File: config.mk
export PLATFORM = sky130hd
export DESIGN_NAME = ssp_device_flat
export DESIGN_NICKNAME = d
export VERILOG_FILES = /design/src/ssp_pkg.sv /design/src/ssp_if.sv /design/src/ssp_device.sv /design/src/flat_wrapper.sv
export SDC_FILE = /design/constraint.sdc
export NUM_CORES = 1
export LEC_CHECK = 0
export BUFFER_PORTS_ARGS = -buffer_cell sky130_fd_sc_hd__buf_4
export CAP_MARGIN = 5
export CELL_PAD_IN_SITES_DETAIL_PLACEMENT = 1
export CELL_PAD_IN_SITES_GLOBAL_PLACEMENT = 2
export CORE_MARGIN = 5
export CORE_UTILIZATION = 43
export DETAILED_ROUTE_END_ITERATION = 16
export PLACE_DENSITY = 0.88
export SLEW_MARGIN = 20
export SYNTH_ARGS = -nofsm -noshare
export SYNTH_HDL_FRONTEND = slang
export SYNTH_SLANG_ARGS = --single-unit
File: constraint.sdc
create_clock -name clk -period 13.6 [get_ports clk]
set_input_delay 4.08 -clock clk [delete_from_list [all_inputs] [get_ports clk]]
set_output_delay 4.08 -clock clk [all_outputs]
set_load 0.005 [all_outputs]
File: src/ssp_pkg.sv
// Shared constants, types and check-code function for the sensor programming port
package ssp_pkg;
  localparam int CLK_HZ = 250_000_000;
  localparam int SCLK_MAX_HZ = 10_000_000;
  localparam int SCLK_HALF_CYC = (CLK_HZ + 2 * SCLK_MAX_HZ - 1) / (2 * SCLK_MAX_HZ);
  // Device register byte addresses
  localparam logic [5:0] A_XWR_HI = 6'h04;
  localparam logic [5:0] A_XWR_LO = 6'h06;
  localparam logic [5:0] A_CFG = 6'h1A;
  localparam logic [5:0] A_OVR = 6'h1C;
  localparam logic [5:0] A_CTRL = 6'h1E;
  localparam logic [5:0] A_ANGLE = 6'h20;
  localparam logic [5:0] A_STAT = 6'h22;
  localparam logic [5:0] A_ERR = 6'h24;
  localparam logic [5:0] A_TDH = 6'h28;
  localparam logic [5:0] A_TDL = 6'h2A;
  localparam logic [5:0] A_ODD = 6'h01;
  // Commands
  localparam logic [7:0] CMD_TURNS_RESET = 8'h01;
  localparam logic [7:0] CMD_TURNS_LOAD = 8'h03;
  localparam logic [7:0] TRIGGER_KEY = 8'h46;
  // Settings byte fields, then warning and status bit positions
  localparam int CFG_CHK = 0;
  localparam int CFG_LEN17 = 1;
  localparam int CFG_PWM = 2;
  localparam int CFG_MDIS = 3;
  localparam int CFG_SENT = 4;
  localparam int CFG_TINIT_HI = 6;
  localparam int CFG_LOCK = 7;
  localparam logic [7:0] CFG_RST = 8'h00;
  localparam int ERR_IFACE = 0;
  localparam int ERR_CRC = 1;
  localparam int STAT_STABLE = 0;
  localparam int STAT_MCH = 1;
  // Frame layout
  localparam int FRM_RW = 14;
  localparam int FRM_ADDR_LSB = 8;
  localparam logic [4:0] LEN16 = 5'h10;
  localparam logic [4:0] LEN17 = 5'h11;
  localparam logic [4:0] LEN20 = 5'h14;
  localparam logic [3:0] CRC_PRESET = 4'hF;
  // Host register offsets and fields
  localparam logic [3:0] H_FRAME = 4'h0;
  localparam logic [3:0] H_STAT = 4'h4;
  localparam logic [3:0] H_RX = 4'h8;
  localparam int HF_LEN_LSB = 16;

  typedef enum logic [3:0] {
    OWN_SPI = 4'b0001,
    OWN_MCH = 4'b0010,
    OWN_PWM = 4'b0100,
    OWN_SENT = 4'b1000
  } ssp_owner_t;

  function automatic logic [3:0] crc4(input logic [15:0] d);
    logic [3:0] c;
    logic inv;
    c = CRC_PRESET;
    inv = 1'b0;
    for (int i = 15; i >= 0; i--) begin
      inv = d[i] ^ c[3];
      c = {c[2], c[1], c[0] ^ inv, inv};
    end
    return c;
  endfunction
endpackage

File: src/ssp_if.sv
// Four-wire serial link between host controller and sensor port
interface ssp_if;
  logic sclk;
  logic csN;
  logic mosi;
  logic miso;
  modport dev (input sclk, input csN, input mosi, output miso);
  modport host (output sclk, output csN, output mosi, input miso);
endinterface

File: src/ssp_device.sv
// Sensor end of the serial programming port with turns accumulator and pin arbitration
//
// Added by the designer: strobed register access.
module ssp_device (
  input wire logic clk,
  input wire logic rstn,
  input wire logic ce,
  ssp_if.dev link,
  input wire logic [11:0] angleIn,
  input wire logic systemStable,
  input wire logic mchWrEn,
  input wire logic [5:0] mchAddr,
  input wire logic [7:0] mchData,
  input wire logic mchAuxPulse,
  input wire logic mchExit,
  output ssp_pkg::ssp_owner_t pinOwner,
  output logic mchSession,
  output logic [20:0] turnsDelta
);
  logic [2:0] sclkSy_ff;
  logic [2:0] csSy_ff;
  logic [1:0] mosiSy_ff;
  logic [19:0] rxSh_ff;
  logic [4:0] bitCnt_ff;
  logic [19:0] txSh_ff;
  logic [5:0] sel_ff;
  logic [15:0] xwrHi_ff;
  logic [15:0] xwrLo_ff;
  logic [7:0] cfg_ff;
  logic ovr_ff;
  logic [7:0] cmd_ff;
  logic sess_ff;
  ssp_pkg::ssp_owner_t owner_ff;
  logic [11:0] prevAngle_ff;
  logic [20:0] acc_ff;
  logic started_ff;
  logic ierr_ff;
  logic crcErr_ff;

  logic sclkRise, sclkFall, csFall, csRise, csLow, mosiS;
  logic opt17, chkEn, mchDis, lenOk, crcBad, accept, spiWr, spiRd;
  logic [15:0] frame;
  logic mchOk, wrEn, fire;
  logic [5:0] wrAddr;
  logic [7:0] wrData;
  logic [15:0] rdWord, rdData;
  logic [11:0] angleStep, snapDiff;
  logic [20:0] loaded;
  logic errClr;

  // Link pins are asynchronous; edge and level decode use only stages 1 and 2
  always_ff @(posedge clk or negedge rstn) begin
    if (!rstn) begin
      sclkSy_ff <= 3'h0;
      csSy_ff <= 3'h7;
      mosiSy_ff <= 2'h0;
    end else if (ce) begin
      sclkSy_ff <= {sclkSy_ff[1:0], link.sclk};
      csSy_ff <= {csSy_ff[1:0], link.csN};
      mosiSy_ff <= {mosiSy_ff[0], link.mosi};
    end
  end

  assign sclkRise = sclkSy_ff[1] & ~sclkSy_ff[2];
  assign sclkFall = ~sclkSy_ff[1] & sclkSy_ff[2];
  assign csFall = ~csSy_ff[1] & csSy_ff[2];
  assign csRise = csSy_ff[1] & ~csSy_ff[2];
  assign csLow = ~csSy_ff[1];
  assign mosiS = mosiSy_ff[1];

  assign opt17 = cfg_ff[ssp_pkg::CFG_LEN17];
  assign chkEn = cfg_ff[ssp_pkg::CFG_CHK];
  assign mchDis = cfg_ff[ssp_pkg::CFG_MDIS];

  // Receive shifter
  always_ff @(posedge clk or negedge rstn) begin
    if (!rstn) begin
      rxSh_ff <= 20'h00000;
      bitCnt_ff <= 5'h00;
    end else if (ce) begin
      if (!csLow) begin
        bitCnt_ff <= 5'h00;
      end else if (sclkRise) begin
        rxSh_ff <= {rxSh_ff[18:0], mosiS};
        if (bitCnt_ff != 5'h1F) begin
          bitCnt_ff <= bitCnt_ff + 5'h01;
        end
      end
    end
  end

  // Frame decode at chip-select release
  always_comb begin
    lenOk = opt17 ? (bitCnt_ff == ssp_pkg::LEN17) :
            (bitCnt_ff == ssp_pkg::LEN16 || bitCnt_ff == ssp_pkg::LEN20);
    if (bitCnt_ff == ssp_pkg::LEN20) begin
      frame = rxSh_ff[19:4];
    end else if (bitCnt_ff == ssp_pkg::LEN17) begin
      frame = rxSh_ff[16:1];
    end else begin
      frame = rxSh_ff[15:0];
    end
    crcBad = chkEn && bitCnt_ff == ssp_pkg::LEN20 && ssp_pkg::crc4(frame) != rxSh_ff[3:0];
  end

  // Frames of illegal length are flagged and also dropped
  assign accept = csRise && lenOk && !crcBad;
  assign spiWr = accept && frame[ssp_pkg::FRM_RW];
  assign spiRd = accept && !frame[ssp_pkg::FRM_RW];

  // SPI wins a same-cycle collision; the Manchester write is then lost
  assign mchOk = mchWrEn && !mchDis && !ovr_ff &&
                 (sess_ff || !(cfg_ff[ssp_pkg::CFG_PWM] || cfg_ff[ssp_pkg::CFG_SENT]));
  assign wrEn = spiWr || mchOk;
  assign wrAddr = spiWr ? frame[ssp_pkg::FRM_ADDR_LSB +: 6] : mchAddr;
  assign wrData = spiWr ? frame[7:0] : mchData;
  assign fire = wrEn && wrAddr == (ssp_pkg::A_CTRL | ssp_pkg::A_ODD) &&
                wrData == ssp_pkg::TRIGGER_KEY;

  // Register writes; even address is the high byte
  always_ff @(posedge clk or negedge rstn) begin
    if (!rstn) begin
      xwrHi_ff <= 16'h0000;
      xwrLo_ff <= 16'h0000;
      cfg_ff <= ssp_pkg::CFG_RST;
      ovr_ff <= 1'b0;
      cmd_ff <= 8'h00;
    end else if (ce && wrEn) begin
      unique case (wrAddr)
        ssp_pkg::A_XWR_HI: xwrHi_ff[15:8] <= wrData;
        ssp_pkg::A_XWR_HI | ssp_pkg::A_ODD: xwrHi_ff[7:0] <= wrData;
        ssp_pkg::A_XWR_LO: xwrLo_ff[15:8] <= wrData;
        ssp_pkg::A_XWR_LO | ssp_pkg::A_ODD: xwrLo_ff[7:0] <= wrData;
        ssp_pkg::A_CFG | ssp_pkg::A_ODD: begin
          if (!cfg_ff[ssp_pkg::CFG_LOCK]) begin
            cfg_ff <= wrData;
          end
        end
        ssp_pkg::A_OVR | ssp_pkg::A_ODD: ovr_ff <= wrData[0];
        ssp_pkg::A_CTRL: cmd_ff <= wrData;
        // Accumulator and read-only addresses take no write
        default: ;
      endcase
    end
  end

  // Manchester session
  always_ff @(posedge clk or negedge rstn) begin
    if (!rstn) begin
      sess_ff <= 1'b0;
    end else if (ce) begin
      if (mchDis || ovr_ff || mchExit) begin
        sess_ff <= 1'b0;
      end else if (mchAuxPulse) begin
        sess_ff <= 1'b1;
      end
    end
  end

  // Shared pin owner
  always_ff @(posedge clk or negedge rstn) begin
    if (!rstn) begin
      owner_ff <= ssp_pkg::OWN_MCH;
    end else if (ce) begin
      if (ovr_ff) begin
        owner_ff <= ssp_pkg::OWN_SPI;
      end else if (sess_ff) begin
        owner_ff <= ssp_pkg::OWN_MCH;
      end else if (cfg_ff[ssp_pkg::CFG_PWM]) begin
        owner_ff <= ssp_pkg::OWN_PWM;
      end else if (cfg_ff[ssp_pkg::CFG_SENT]) begin
        owner_ff <= ssp_pkg::OWN_SENT;
      end else if (mchDis) begin
        owner_ff <= ssp_pkg::OWN_SPI;
      end else begin
        owner_ff <= ssp_pkg::OWN_MCH;
      end
    end
  end

  // Turns accumulator
  assign angleStep = angleIn - prevAngle_ff;
  assign loaded = {xwrHi_ff[4:0], xwrLo_ff};
  assign snapDiff = angleIn - loaded[11:0];

  always_ff @(posedge clk or negedge rstn) begin
    if (!rstn) begin
      prevAngle_ff <= 12'h000;
      acc_ff <= 21'h000000;
      started_ff <= 1'b0;
    end else if (ce) begin
      prevAngle_ff <= angleIn;
      started_ff <= 1'b1;
      if (!started_ff || (fire && cmd_ff == ssp_pkg::CMD_TURNS_RESET)) begin
        acc_ff <= cfg_ff[ssp_pkg::CFG_TINIT_HI] ? {9'h000, angleIn} : 21'h000000;
      end else if (fire && cmd_ff == ssp_pkg::CMD_TURNS_LOAD) begin
        if (cfg_ff[ssp_pkg::CFG_TINIT_HI]) begin
          // Signed step of at most half a turn toward the sensed angle
          acc_ff <= loaded + {{9{snapDiff[11]}}, snapDiff};
        end else begin
          acc_ff <= loaded;
        end
      end else begin
        acc_ff <= acc_ff + {{9{angleStep[11]}}, angleStep};
      end
    end
  end

  // Warning flags, cleared when their register is shifted out
  assign errClr = csFall && sel_ff[5:1] == ssp_pkg::A_ERR[5:1];

  always_ff @(posedge clk or negedge rstn) begin
    if (!rstn) begin
      ierr_ff <= 1'b0;
      crcErr_ff <= 1'b0;
    end else if (ce) begin
      ierr_ff <= (csRise && !lenOk) || (ierr_ff && !errClr);
      crcErr_ff <= (csRise && lenOk && crcBad) || (crcErr_ff && !errClr);
    end
  end

  // Read selection
  always_ff @(posedge clk or negedge rstn) begin
    if (!rstn) begin
      sel_ff <= ssp_pkg::A_ANGLE;
    end else if (ce) begin
      if (spiRd) begin
        sel_ff <= frame[ssp_pkg::FRM_ADDR_LSB +: 6];
      end else if (spiWr) begin
        sel_ff <= ssp_pkg::A_ANGLE;
      end
    end
  end

  always_comb begin
    unique case ({sel_ff[5:1], 1'b0})
      ssp_pkg::A_XWR_HI: rdWord = xwrHi_ff;
      ssp_pkg::A_XWR_LO: rdWord = xwrLo_ff;
      ssp_pkg::A_CFG: rdWord = {8'h00, cfg_ff};
      ssp_pkg::A_OVR: rdWord = {15'h0000, ovr_ff};
      ssp_pkg::A_CTRL: rdWord = {cmd_ff, 8'h00};
      ssp_pkg::A_ANGLE: rdWord = {4'h0, angleIn};
      ssp_pkg::A_STAT: rdWord = {14'h0000, sess_ff, systemStable};
      ssp_pkg::A_ERR: rdWord = {14'h0000, crcErr_ff, ierr_ff};
      ssp_pkg::A_TDH: rdWord = {11'h000, acc_ff[20:16]};
      ssp_pkg::A_TDL: rdWord = acc_ff[15:0];
      default: rdWord = 16'h0000;
    endcase
    rdData = sel_ff[0] ? {8'h00, rdWord[7:0]} : rdWord;
  end

  // Transmit shifter: loaded at frame start, advanced on falling edges
  always_ff @(posedge clk or negedge rstn) begin
    if (!rstn) begin
      txSh_ff <= 20'h00000;
    end else if (ce) begin
      if (csFall) begin
        txSh_ff <= {rdData, ssp_pkg::crc4(rdData)};
      end else if (csLow && sclkFall) begin
        txSh_ff <= {txSh_ff[18:0], 1'b0};
      end else if (csRise) begin
        txSh_ff <= 20'h00000;
      end
    end
  end

  assign link.miso = txSh_ff[19];
  assign pinOwner = owner_ff;
  assign mchSession = sess_ff;
  assign turnsDelta = acc_ff;
endmodule

File: src/flat_wrapper.sv
// flat-port wrapper written by rule: the top's interface ports become plain ports
module ssp_device_flat 
  (clk, rstn, ce, angleIn, systemStable, mchWrEn, mchAddr, mchData, mchAuxPulse, mchExit, pinOwner, mchSession, turnsDelta, link_sclk, link_csN, link_mosi, link_miso);
  ssp_if link_i ();
  input wire logic clk;
  input wire logic rstn;
  input wire logic ce;
  input wire logic [11:0] angleIn;
  input wire logic systemStable;
  input wire logic mchWrEn;
  input wire logic [5:0] mchAddr;
  input wire logic [7:0] mchData;
  input wire logic mchAuxPulse;
  input wire logic mchExit;
  output ssp_pkg::ssp_owner_t pinOwner;
  output logic mchSession;
  output logic [20:0] turnsDelta;
  input wire logic [$bits(link_i.sclk)-1:0] link_sclk;
  input wire logic [$bits(link_i.csN)-1:0] link_csN;
  input wire logic [$bits(link_i.mosi)-1:0] link_mosi;
  output wire logic [$bits(link_i.miso)-1:0] link_miso;
  assign link_i.sclk = link_sclk;
  assign link_i.csN = link_csN;
  assign link_i.mosi = link_mosi;
  assign link_miso = link_i.miso;
  ssp_device u_core (.clk(clk), .rstn(rstn), .ce(ce), .link(link_i), .angleIn(angleIn), .systemStable(systemStable), .mchWrEn(mchWrEn), .mchAddr(mchAddr), .mchData(mchData), .mchAuxPulse(mchAuxPulse), .mchExit(mchExit), .pinOwner(pinOwner), .mchSession(mchSession), .turnsDelta(turnsDelta));
endmodule
; ---- Word level (Yosys, flattened, before mapping)
; Cells that the tools add are included.
; W data, S select, Z words.
[classes]
addsub = 5
eq_ne = 26
muxes = 27
bitwise = 71
n_reduce_logical = 55
[ops]
columns = operator, count
row1 = $pmux W16 S10, 1
row2 = $mux W21, 3
row3 = $mux W20, 3
row4 = $xor A1 B1 Y1, 56
row5 = $mux W16, 3
row6 = $add A21 B21 Y21, 2
row7 = $eq A5 B5 Y1 const B, 8
row8 = $eq A6 B3 Y1 const B, 4
row9 = $eq A6 B5 Y1 const B, 4
row10 = $sub A12 B12 Y12, 2
row11 = $logic_and A1 B1 Y1, 20
row12 = $reduce_and A2 Y1, 10
row13 = $mux W6, 3
row14 = $mux W4, 4
row15 = $mux W8, 2
row16 = $eq A5 B4 Y1 const B, 3
row17 = $mux W5, 3
row18 = $mux W12, 1
row19 = $not A1 Y1, 11
row20 = $eq A5 B2 Y1 const B, 2
row21 = $logic_or A1 B1 Y1, 9
row22 = $reduce_and A3 Y1, 3
row23 = $eq A8 B1 Y1 const B, 1
row24 = $eq A8 B2 Y1 const B, 1
row25 = other kinds (10), 25
[word_totals]
regBits = 149
out_inout_bits = 27
wordCells = 206

; ---- Longest topological paths before layout
; Gate-level depths: netlist of run 1.
[depth]
ltp_word = 25
mapped_depth = 26

; ---- Least setup slack after synthesis of run 1
; OpenSTA, ideal clock, no wires.
[synth_path]
path_type = in2reg
from = in angleIn[0]
to = reg u_core.acc_ff[20] (netlist: u_core.turnsDelta[20])
setup_time_ns = 0.126
arrival_time_ns = 8.261
required_ns = 13.474
path_slack_ns = 5.213
stages = 23
path_cell_list = nand2b_1 fa_1 a21o_1 a21oi_1 o21bai_1 a21oi_1 o21bai_1 a21oi_1 o21bai_1 a21oi_1 xnor2_1 ha_1 o2111ai_1 a31o_2 a21oi_1 o211a_1 o21a_1 o21a_1 o41ai_1 xnor2_1 and3_1 o21a_1 o311a_1
[synth_via]
elab_chain_len = 5
word_cells_on_any_way = 7
cone_classes = 4 x add/sub / 3 x mux
[synth_lines]
columns = item, line
row1 = "start, declared", flat_wrapper.sv:8  ; input wire logic [11:0] angleIn;
row2 = $sub A12 B12 Y12, ssp_device.sv:184  ; assign snapDiff = angleIn - loaded[11:0];
row3 = $add A21 B21 Y21, ssp_device.sv:199  ; acc_ff <= loaded + {{9{snapDiff[11]}}, snapDiff};
row4 = $mux W21, ssp_device.sv:197  ; if (cfg_ff[ssp_pkg::CFG_TINIT_HI]) begin
row5 = $mux W21 (*), ssp_device.sv:196  ; end else if (fire && cmd_ff == ssp_pkg::CMD_TURNS_LOAD) begin
row6 = $mux W21 (*), ssp_device.sv:194  ; if (!started_ff || (fire && cmd_ff == ssp_pkg::CMD_TURNS_RESET)) begin
row7 = "end signal, assigned", ssp_device.sv:195  ; acc_ff <= cfg_ff[ssp_pkg::CFG_TINIT_HI] ? {9'h000, angleIn} : 21'h000000;
row8 = "end signal, assigned", ssp_device.sv:199
row9 = "end signal, assigned", ssp_device.sv:201  ; acc_ff <= loaded;
row10 = "end, declared", ssp_device.sv:35  ; logic [20:0] acc_ff;
; Every way passes the cells marked *; elsewhere a longest branch is shown, timed or not.
; A chain may end at the register's enable or synchronous reset.

; ---- Worst setup path in the final report of run 1
[layout_path]
from = in angleIn[0]
to = reg u_core.acc_ff[19] (netlist: u_core.turnsDelta[19])
; Same word-level chain as after synthesis.

==> results of run 1 <==
-- sequential cells by signal (all words and copies together), names as in the netlist, 2 cells and up --
| signal | cells |
|---|---|
| u_core.turnsDelta | 21 |
| u_core.rxSh_ff | 20 |
| u_core.txSh_ff | 20 |
| u_core.xwrHi_ff | 16 |
| u_core.xwrLo_ff | 16 |
| u_core.prevAngle_ff | 12 |
| u_core.cfg_ff | 8 |
| u_core.cmd_ff | 8 |
| u_core.sel_ff | 6 |
| u_core.bitCnt_ff | 5 |
| u_core.pinOwner | 4 |
| u_core.csSy_ff | 3 |
| u_core.sclkSy_ff | 3 |
| u_core.mosiSy_ff | 2 |
-- power groups by stage --
stage / sequential, mW / combinational, mW / clock (mW)
final: 0.689 / 1.11 / 0.469
after floorplan: 0.594 / 0.874 / 0
after global placement: 0.692 / 1.06 / 0
after global routing: 0.698 / 1.23 / 0.500
after CTS: 0.687 / 1.11 / 0.477
after detailed placement: 0.695 / 1.10 / 0
-- per-layer routing --
layer,GRT usage (%),wire length [um],part of all wire (%)
met5,0,0,0
met4,5.499,569,1.5
met3,4.197,1665,4.5
met2,38.85,16970,46
met1,34.29,17800,48
-- cells in the final DEF, fill, tap and decap left out, types with 23 or more instances in the layout --
cell     count
buf_4       73
xor2_1      26
nand3_1     38
mux2i_1     23
a21oi_1     61
a221o_1     24
xnor2_1     75
dfrtp_1    144
mux2_2      70
o21ai_0     79
ha_1        64
nor2_1      93
nor3_1      33
nand2_1    138
inv_1       55
-- worst max-delay path: cells and delay by family --
family          cells  cell delay (ps)
buf+inv             1              140
xor+xnor            2              260
mux                 1              270
compound gates     15             3090
fa+ha+maj           2              850
simple gates        1              190
-- through the flow --
| step | setup WS, ps | hold slack, ps |
|---|---|---|
| floorplan | 5213 | 449.7 |
| global placement | 4760 | 463.8 |
| detailed placement | 4605 | 474.9 |
| CTS | 5032 | 488.1 |
| global route | 4725 | 510.7 |
| finish | 5030 | 484.4 |
-- final timing paths --
| check | endpoint | slack (ps) | depth (start not counted) |
|---|---|---|---|
| max | u_core.turnsDelta[19] | 5030 | 22 |
| min | u_core.txSh_ff[5] | 480 | 2 |
| max reg2reg | u_core.cfg_ff[5] | 8280 | 14 |
| min reg2reg | u_core.txSh_ff[5] | 480 | 2 |
| max in group asynchronous | u_core.cmd_ff[7] | 8680 | 2 |
| min in group asynchronous | u_core.turnsDelta[16] | 3750 | 1 |
-- cell families (layout without fill, tap and decap cells) --
kind of cell             Yosys count  after routing  share of synthesized area (%)
multiplexers                     112            112                          11.19
adder cells (fa/ha/maj)           68             68                          7.541
flip-flops                       149            149                          31.97
buffers and inverters            126            162                          4.584
XOR/XNOR                         104            104                          8.151
AO/OA/AOI/OAI                    318            318                          19.03
AND/OR/NAND/NOR                  416            416                          17.52
-- area by class of cell --
cell class,instances,area [um2]
Tap cell,341,426.7
Inverter,56,210.2
Clock inverter,14,140.1
Multi-Input combinational cell,1018,7433
Clock buffer,18,429.2
Timing Repair Buffer,74,561.8
Fill cell,3151,13940
Sequential cell,149,3735
==> key figures, run 1 <==
Run status
  – Status: finished clean

Cells and area
  – Finished Layout Cells: 1670
  – Ant diodes: 0
  – Area Overhead vs Synth: 10.74%
  – Design Area, Final: 0.01294 mm2
  – Final net count: 1420
  – Final Util: 48.13%
  – Share of layout cells above drive strength 1: 17.01%

Worst setup path
  – Element type at the critical path start: input port
  – Crit end category: flip-flop
  – CP Data Required Time: 13920 ps
  – Worst reg2reg path startpoint: u_core.bitCnt_ff[1]
  – CP dominant cell by count: a21oi_1
  – Crit-path slowest cell: o41ai_1
  – Crit path kind: in2reg
  – Worst EP arrival: 8890 ps
  – Worst stage delay on the critical path: 510 ps
  – Worst path cell trace: buf_4 > nand2b_1 > fa_1 > a21o_1 > a21oi_1 > o21bai_1 > a21oi_1 > o21bai_1 > a21oi_1 > o21bai_1 > a21oi_1 > xnor2_1 > ha_1 > a21o_1 > a21oi_1 > o31ai_1 > a41o_1 > o41ai_1 > o21ai_0 > xor2_1 > mux2_2 > a221o_1
  – Crit Path Max Fanout: 7
  – CP Launch Point: angleIn[0]

Power
  – Int Power: 1.326 mW
  – P_sw: 0.9375 mW
  – Final Power: 2.264 mW
  – Flop pwr share: 30.4%
  – Clk pwr share: 20.7%
  – Power Density: 175.0 mW/mm2
  – Leak Pwr: 5.663 nW
  – IR drop worst, VDD: 0.07039 mV
  – Comb pwr share: 48.8%
  – Switching portion of total power: 41.42%

Clock network
  – CTS tree: built
  – Clock sink total: 149
  – Max clock buf depth: 2
  – Hold-fix buffer count after cts: 0
  – CTS Root Cell: clkbuf_16
  – CTS H-Tree Depth: 4
  – Setup bufs post-CTS: 0
  – Post_cts resized: 0
  – Worst-Skew Late Latency: 440 ps
  – Clock Pin Slew Worst Setup and Hold Paths: 70 ps
  – CTS Buf Count: 17

Route
  – Final wirelength: 37.01 mm
  – Routed Antenna Nets: 0
  – DRC errors left: 0
  – Vias per inst: 6.096
  – First-pass DRT Iterations: 5
  – Routed len/inst: 22.16 um
  – Iter 0 DRT Violations: 578
  – Vias: 10180

Synth
  – Synth area leader: dfrtp_1
  – Synthesized area: 0.01168 mm2
  – Ys async rst share: 100.0%
  – Synth cell count leaders: 144 x dfrtp_1, 138 x nand2_1, 93 x nor2_1
  – Synth top area cells: dfrtp_1 31%, ha_1 6.9%, mux2_2 6.7%, xnor2_1 5.6%, nand2_1 4.4%
  – Most instantiated library cell after synthesis: dfrtp_1
  – Number of flops mapped to enable cells by yosys: 0
  – Average cell area after synthesis: 9.034 um2
  – Total number of yosys warnings: 0
  – Seq cells post-synth: 149
  – Count of cell types in the netlist: 90
  – Cells after Synth: 1293
  – Seq/Total Area, Yosys: 31.97%
  – Ys flop type: dfrtp_1
  – Syn Nets: 1397
  – Top cell type's share of synthesized area: 30.85%

STA
  – Rel. slew slack: 38.14%
  – Post-Route Skew: 11.94 ps
  – Max-slew violations: 0
  – Fin crit period: 8570 ps
  – Final hold violations: 0
  – Final setup fails: 0
  – F_max: 116.7 MHz
  – Worst-Margin Slew: 923.8 ps
  – Final setup TNS: 0 ps
  – Final period util: 63.02%
  – Unrepaired setup endpoints after global routing: no

Place
  – Final Wtd Congestion: 0.8504
  – Dpl cell area: 0.01236 mm2
  – Post-DP HPWL: 27.16 mm
  – IO buf count: 62
  – Number of cells after detailed placement: 1638

Min path
  – Hold path start: u_core.txSh_ff[5]
  – Worst hold path type: reg2reg

Floorplanning
  – Initial Utilization: 43.46%
  – Die area: 0.03056 mm2
  – # IOs: 63
  – Die X: 174.8 um
  – Die H: 174.8 um
  – Core area: 0.02688 mm2
  – Row count: 60

Flow run
  – Max-Cap Viols: 0

Global route
  – Largest net degree at the start of global routing: 103
  – GR Overflow Total: 0
  – Initial antenna violation count: 0
  – Global-route wire length before repair: 59.16 mm
  – Vias in the first global route: 10520
  – Total track usage: 24.20%
Note: power is estimated with default switching activity, not from simulation.
==> run 2: changes to the inputs <==
Settings changed: CORE_UTILIZATION 43 to 40, PLACE_DENSITY 0.88 to 0.83.
Clock period 13.6 ns to 8.4 ns, I/O delays scaled along.
==> key figures, run 2 (synthesis gave the netlist of run 1 again) <==
Run status
  – Status: finished clean (unchanged)

STA
  – Unrepaired setup endpoints after global routing: no (unchanged)
  – Rel. slew slack: 34.59% (was 38.14%)
  – Worst-Margin Slew: 974.2 ps (was 923.8 ps)
  – F_max: 142.4 MHz
  – Final setup TNS: 0 ps (unchanged)
  – Final period util: 83.60%
  – Final hold violations: 0 (unchanged)
  – Max-slew violations: 0 (unchanged)
  – Post-Route Skew: 11.54 ps (was 11.94 ps)
  – Final setup fails: 0 (unchanged)
  – Fin crit period: 7022 ps

Floorplanning
  – Die X: 180.9 um (was 174.8 um)
  – Row count: 62 (was 60)
  – Die H: 180.9 um (was 174.8 um)
  – Die area: 0.03272 mm2 (was 0.03056 mm2)
  – Core area: 0.02878 mm2 (was 0.02688 mm2)
  – Initial Utilization: 40.59% (was 43.46%)
  – # IOs: 63 (unchanged)

Cells and area
  – Design Area, Final: 0.01303 mm2 (was 0.01294 mm2)
  – Finished Layout Cells: 1715 (was 1670)
  – Most frequent cells in the layout: 144 x dfrtp_1, 138 x nand2_1, 93 x nor2_1 (unchanged)
  – Ant diodes: 0 (unchanged)
  – Max reg flops: 21 (unchanged)
  – Final net count: 1422 (was 1420)
  – Commonest non-fill, non-tap cell in the layout: dfrtp_1 (unchanged)
  – Area Overhead vs Synth: 11.57% (was 10.74%)
  – Share of layout cells above drive strength 1: 16.98% (was 17.01%)

Clock network
  – Worst-Skew Late Latency: 440 ps (about the same)
  – Max clock buf depth: 2 (unchanged)
  – Post_cts resized: 0 (unchanged)
  – Clock sink total: 149 (unchanged)
  – Clock Pin Slew Worst Setup and Hold Paths: 70 ps (about the same)
  – CTS Buf Count: 17 (unchanged)
  – CTS tree: built (unchanged)
  – Hold-fix buffer count after cts: 0 (unchanged)
  – CTS H-Tree Depth: 4 (unchanged)
  – CTS Root Cell: clkbuf_16 (unchanged)
  – Setup bufs post-CTS: 0 (unchanged)

Global route
  – Met1 Usage GRT: 31.94% (was 34.29%)
  – Vias in the first global route: 10250 (was 10520)
  – Largest net degree at the start of global routing: 93 (was 103)
  – Global-route wire length before repair: 58.39 mm (was 59.16 mm)
  – Met3 track utilization from global routing: 3.760% (was 4.197%)
  – Total track usage: 22.21% (was 24.20%)
  – Routing usage on met2: 35.26% (was 38.85%)
  – Initial antenna violation count: 1 (was 0)
  – GR Overflow Total: 0 (unchanged)
  – GR peak layer: met2 (unchanged)

Power
  – Int Power: 2.204 mW (was 1.326 mW)
  – Switching portion of total power: 40.47% (was 41.42%)
  – Leak Pwr: 5.679 nW (was 5.663 nW)
  – Flop pwr share: 30.1% (was 30.4%)
  – Comb pwr share: 48.0% (was 48.8%)
  – Power Density: 284.1 mW/mm2 (was 175.0 mW/mm2)
  – IR drop worst, VDD: 0.1358 mV (was 0.07039 mV)
  – Final Power: 3.702 mW (was 2.264 mW)
  – Clk pwr share: 21.9% (was 20.7%)
  – P_sw: 1.498 mW (was 0.9375 mW)

Worst setup path
  – CP Data Required Time: 8720 ps (was 13920 ps)
  – Crit Path Max Fanout: 7 (unchanged)
  – Crit path kind: in2reg (unchanged)
  – Crit end category: flip-flop (unchanged)
  – Worst EP arrival: 7340 ps (was 8890 ps)
  – Element type at the critical path start: input port (unchanged)

Route
  – Vias per inst: 5.857 (was 6.096)
  – Vias: 10040 (was 10180)
  – Routed Antenna Nets: 0 (unchanged)
  – Final wirelength: 36.75 mm (was 37.01 mm)
  – First-pass DRT Iterations: 7 (was 5)
  – DRC errors left: 0 (unchanged)
  – Routed len/inst: 21.43 um (was 22.16 um)
  – Iter 0 DRT Violations: 576 (was 578)

Place
  – Number of cells after detailed placement: 1683 (was 1638)
  – Final Wtd Congestion: 0.8515 (was 0.8504)
  – IO buf count: 62 (unchanged)
  – Dpl cell area: 0.01242 mm2 (was 0.01236 mm2)
  – Post-DP HPWL: 27.29 mm (was 27.16 mm)

Min path
  – Worst hold path type: reg2reg (unchanged)

Flow run
  – Max-Cap Viols: 0 (unchanged)
[run 2: cell types whose count changed in the layout (fill, tap and decap cells not counted), sizes merged]
cell and delta:
clkbuf +1, buf +3, inv -2, clkinvlp +1, bufinv +2, clkinv -3
[run 2: power groups by stage]
| stage | clock (mW) | combinational (mW) | sequential (mW) |
|---|---|---|---|
| floorplan | 0 | 1.42 | 0.962 |
| global placement | 0 | 1.73 | 1.12 |
| detailed placement | 0 | 1.77 | 1.12 |
| CTS | 0.828 | 1.78 | 1.11 |
| global route | 0.867 | 1.97 | 1.13 |
| finish | 0.813 | 1.78 | 1.11 |
[run 2: layer usage]
metal	up-vias	part of all wire (%)
li1	4749	-
met1	5067	49
met2	194	46
met3	34	4.4
met4	0	1.2
met5	-	0
[run 2: cell type report]
class | count | area (um2)
tap | 384 | 480.5
fill | 3362 | 15750
clock inverter | 12 | 168.9
clock buffer | 20 | 436.7
inverter | 56 | 210.2
sequential | 149 | 3735
timing repair buffer | 76 | 574.3
multi-input combinational | 1018 | 7427
[run 2: critical path: stages]
cell,delay [ps]
buf_4,140
nand2b_1,190
fa_1,490
a21o_1,190
a21oi_1,220
o21bai_1,110
a21oi_1,230
o21bai_1,100
a21oi_1,220
o21bai_1,100
a21oi_1,190
xnor2_1,90
ha_1,350
o2111ai_1,190
a31o_2,180
a21oi_1,110
o211a_1,250
o21a_1,170
o21a_1,180
o41ai_1,310
xnor2_1,130
and3_1,230
o21a_1,160
o311a_1,290
[run 2: worst paths after layout]
| check | depth (start not counted) | slack (ps) | startpoint | endpoint |
|---|---|---|---|---|
| min | 2 | 490 | u_core.txSh_ff[5] | u_core.txSh_ff[5] |
| min in group asynchronous | 1 | 2200 | rstn | u_core.started_ff |
| max in group asynchronous | 2 | 4860 | rstn | u_core.txSh_ff[4] |
| max reg2reg | 14 | 3100 | u_core.bitCnt_ff[1] | u_core.cfg_ff[6] |
| min reg2reg | 2 | 490 | u_core.txSh_ff[5] | u_core.txSh_ff[5] |
| max | 24 | 1380 | angleIn[0] | u_core.turnsDelta[20] |
[run 2: through the flow]
step,util (%),hold WS [ps],worst slack [ps]
2_1_floorplan,-,449.7,1573
3_3_place_gp,43.16,465.7,1104
3_5_place_dp,43.16,473.2,907.9
4_1_cts,45.27,492.6,1355
5_1_grt,45.28,510.3,957.0
6_report,45.28,492.8,1378
==> run 3: changes to the inputs <==
Settings changed: ABC_AREA from default to 1, CORE_UTILIZATION 40 to 33, PLACE_DENSITY 0.83 to 0.79.
Clock period 8.4 ns to 6.4 ns, I/O delays scaled along.
==> key figures, run 3 <==
Place
  – Final Wtd Congestion: 0.8756 (was 0.8515)
  – IO buf count: 62 (unchanged)
  – Number of cells after detailed placement: 2111 (was 1683)
  – Post-DP HPWL: 30.38 mm (was 27.29 mm)

Worst setup path
  – Worst reg-to-reg setup slack: 1120 ps (was 3100 ps)
  – Element type at the critical path start: input port (unchanged)
  – Cell count along the critical path: 27 (was 24)
  – Crit path max-delay family: compound AO/OA/AOI/OAI gates (unchanged)
  – Worst stage delay on the critical path: 390 ps (was 490 ps)
  – Crit Path Max Fanout: 6 (was 7)
  – Worst r2r path cells: 36 (was 14)
  – Crit-path slowest cell: o21ai_0 (was fa_1)
  – Worst reg2reg path startpoint: u_core.bitCnt_ff[1] (unchanged)
  – Bufs and invs on worst path: 3 (was 1)
  – Crit end category: flip-flop (unchanged)
  – Worst r2r dst: u_core.turnsDelta[7] (was u_core.cfg_ff[6])
  – Worst EP arrival: 6240 ps (was 7340 ps)
  – CP Data Required Time: 6740 ps (was 8720 ps)
  – Crit path kind: in2reg (unchanged)

Floorplanning
  – Die X: 196.8 um (was 180.9 um)
  – Core area: 0.03446 mm2 (was 0.02878 mm2)
  – Initial Utilization: 33.41% (was 40.59%)
  – Row count: 68 (was 62)
  – Die area: 0.03872 mm2 (was 0.03272 mm2)
  – # IOs: 63 (unchanged)
  – Die H: 196.8 um (was 180.9 um)

Route
  – Routed len/inst: 18.49 um (was 21.43 um)
  – Routed Antenna Nets: 0 (unchanged)
  – Iter 0 DRT Violations: 512 (was 576)
  – Final wirelength: 39.62 mm (was 36.75 mm)
  – First-pass DRT Iterations: 4 (was 7)
  – Vias: 11130 (was 10040)
  – DRC errors left: 0 (unchanged)
  – Vias per inst: 5.195 (was 5.857)

Synth
  – Main combinational cell family by area after synthesis: simple AND/OR/NAND/NOR gates (was compound AO/OA/AOI/OAI gates)
  – Synth area leader: dfrtp_1 (unchanged)
  – Post-Synth Adder-Cell Area: 7.651% (was 7.541%)
  – Synthesized area: 0.01151 mm2 (was 0.01168 mm2)
  – Average cell area after synthesis: 7.102 um2 (was 9.034 um2)
  – Number of flops mapped to enable cells by yosys: 0 (unchanged)
  – Seq cells post-synth: 149 (unchanged)
  – Simple-Gate Fraction of Synth Area: 29.20% (was 17.52%)
  – Syn Nets: 1725 (was 1397)
  – Total number of yosys warnings: 0 (unchanged)
  – Synth Area in Compound Gates: 16.35% (was 19.03%)
  – Synth cell count leaders: 485 x nand2_1, 173 x inv_1, 144 x dfrtp_1 (was 144 x dfrtp_1, 138 x nand2_1, 93 x nor2_1)
  – Post-synthesis xor/xnor area fraction: 5.554% (was 8.151%)
  – Count of cell types in the netlist: 60 (was 90)
  – Seq/Total Area, Yosys: 32.44% (was 31.97%)
  – Cells after Synth: 1621 (was 1293)
  – Ys async rst share: 100.0% (unchanged)
  – Mux contribution to synthesized area: 0.2608% (was 11.19%)
  – Top cell type's share of synthesized area: 31.30% (was 30.85%)
  – Ys flop type: dfrtp_1 (unchanged)
  – Synth top area cells: dfrtp_1 31%, nand2_1 16%, ha_1 7.0%, inv_1 5.6%, nand3_1 5.3% (was dfrtp_1 31%, ha_1 6.9%, mux2_2 6.7%, xnor2_1 5.6%, nand2_1 4.4%)
  – Most instantiated library cell after synthesis: nand2_1 (was dfrtp_1)

Power
  – Power Density: 406.1 mW/mm2 (was 284.1 mW/mm2)
  – Leak Pwr: 6.320 nW (was 5.679 nW)
  – IR drop worst, VDD: 0.1962 mV (was 0.1358 mV)
  – Final Power: 5.299 mW (was 3.702 mW)

STA
  – Final period util: 92.19%
  – Final setup TNS: 0 ps (unchanged)
  – Worst-Margin Slew: 887.2 ps (was 974.2 ps)
  – Unrepaired setup endpoints after global routing: no (unchanged)
  – Post-Route Skew: 16.13 ps (was 11.54 ps)
  – Final setup fails: 0 (unchanged)
  – Final hold violations: 0 (unchanged)
  – F_max: 169.5 MHz
  – Rel. slew slack: 40.85% (was 34.59%)
  – Fin crit period: 5900 ps
  – Max-slew violations: 0 (unchanged)

Clock network
  – CTS H-Tree Depth: 4 (unchanged)
  – Worst-Skew Late Latency: 450 ps (was 440 ps)
  – Clock sink total: 149 (unchanged)
  – CTS tree: built (unchanged)
  – CTS Root Cell: clkbuf_16 (unchanged)
  – Clock Pin Slew Worst Setup and Hold Paths: 70 ps (about the same)
  – Post_cts resized: 0 (unchanged)
  – Max clock buf depth: 2 (unchanged)
  – Setup bufs post-CTS: 0 (unchanged)
  – CTS Buf Count: 17 (unchanged)
  – Hold-fix buffer count after cts: 0 (unchanged)

Cells and area
  – Ant diodes: 0 (unchanged)
  – Share of layout cells above drive strength 1: 11.43% (was 16.98%)
  – Fillers: 4369 (was 3362)
  – Max reg flops: 21 (unchanged)
  – Area Overhead vs Synth: 13.34% (was 11.57%)
  – Final net count: 1779 (was 1422)
  – Most frequent cells in the layout: 485 x nand2_1, 172 x inv_1, 144 x dfrtp_1 (was 144 x dfrtp_1, 138 x nand2_1, 93 x nor2_1)
  – Finished Layout Cells: 2143 (was 1715)
  – Commonest non-fill, non-tap cell in the layout: nand2_1 (was dfrtp_1)

Min path
  – Hold path start: u_core.csSy_ff[0] (was u_core.txSh_ff[5])
  – Hold Path Cell Cnt: 2 (unchanged)
  – Worst hold path type: reg2reg (unchanged)
  – Hold EP: u_core.csSy_ff[0] (was u_core.txSh_ff[5])

Global route
  – Total track usage: 20.71% (was 22.21%)
  – GR Overflow Total: 0 (unchanged)
  – Largest net degree at the start of global routing: 83 (was 93)
  – Vias in the first global route: 11460 (was 10250)
  – Global-route wire length before repair: 63.80 mm (was 58.39 mm)
  – Initial antenna violation count: 0 (was 1)

Flow run
  – Max-Cap Viols: 0 (unchanged)

Run status
  – Status: finished clean (unchanged)
-- run 3: cell types whose count changed in the layout (fill, tap and decap cells not counted), moves of 42 or more --
cell | before | now
mux2_2 | 70 | 0
nand3_1 | 38 | 121
o21ai_1 | 1 | 50
inv_1 | 55 | 172
nand2_1 | 138 | 485
nor2_1 | 93 | 51
-- run 3: how the worst max path moves through the flow --
| stage | end | startpoint | slack (ps) |
|---|---|---|---|
| after floorplan | u_core.turnsDelta[20] | angleIn[2] | 460 |
| after global placement | u_core.turnsDelta[19] | angleIn[2] | 160 |
| after detailed placement | u_core.turnsDelta[19] | angleIn[2] | 0.2 |
| after CTS | u_core.turnsDelta[19] | angleIn[2] | 450 |
| after global routing | u_core.turnsDelta[20] | angleIn[2] | 4 |
| final | u_core.turnsDelta[19] | angleIn[2] | 500 |
-- run 3: cells by family (layout without fill, tap and decap cells) --
| family | Yosys count | count (layout) |
|---|---|---|
| AO/OA/AOI/OAI | 333 | 333 |
| XOR/XNOR | 73 | 73 |
| adder cells (fa/ha/maj) | 68 | 68 |
| buffers and inverters | 237 | 304 |
| flip-flops | 149 | 149 |
| multiplexers | 3 | 3 |
| AND/OR/NAND/NOR | 758 | 758 |
-- run 3: per-layer routing --
metal	GRT usage, %	wire length [um]	up-vias
met1	26.64	18220	5441
met2	36.21	19380	141
li1	-	-	5500
met5	0	0	-
met3	3.060	969	50
met4	5.984	1048	0
-- run 3: report_power, final --
part | total [mW] | internal (mW) | switching (mW) | leakage, nW
sequential | 1.37 | 1.13 | 0.246 | 1.92
combinational | 2.86 | 1.08 | 1.79 | 4.11
clock | 1.06 | 0.594 | 0.470 | 0.285
total | 5.30 | 2.80 | 2.50 | 6.32
-- run 3: tightest hold or removal path: stages (launching register included) --
cell,delay [ps]
dfstp_2,370
nand2_1,50
nand2_1,40
-- run 3: through the flow --
| stage | util (%) | hold WS [ps] | worst slack, ps | area [um2] |
|---|---|---|---|---|
| after floorplan | - | 430.9 | 458.7 | 11510 |
| after global placement | 36.12 | 457.4 | 162.4 | 12450 |
| after detailed placement | 36.12 | 456.6 | 0.2083 | 12450 |
| after CTS | 37.84 | 467.9 | 452.6 | 13040 |
| after global routing | 37.86 | 501.9 | 3.597 | 13050 |
| final | 37.86 | 464.8 | 499.7 | 13050 |
-- run 3: final cells by class --
cell class	instances	area [um2]	share of cell area (%)
Timing Repair Buffer	86	649.4	4.977
Clock buffer	20	446.7	3.423
Inverter	186	699.4	5.361
Multi-Input combinational cell	1235	6802	52.13
Clock inverter	12	146.4	1.122
Tap cell	455	569.3	4.363
Sequential cell	149	3735	28.62
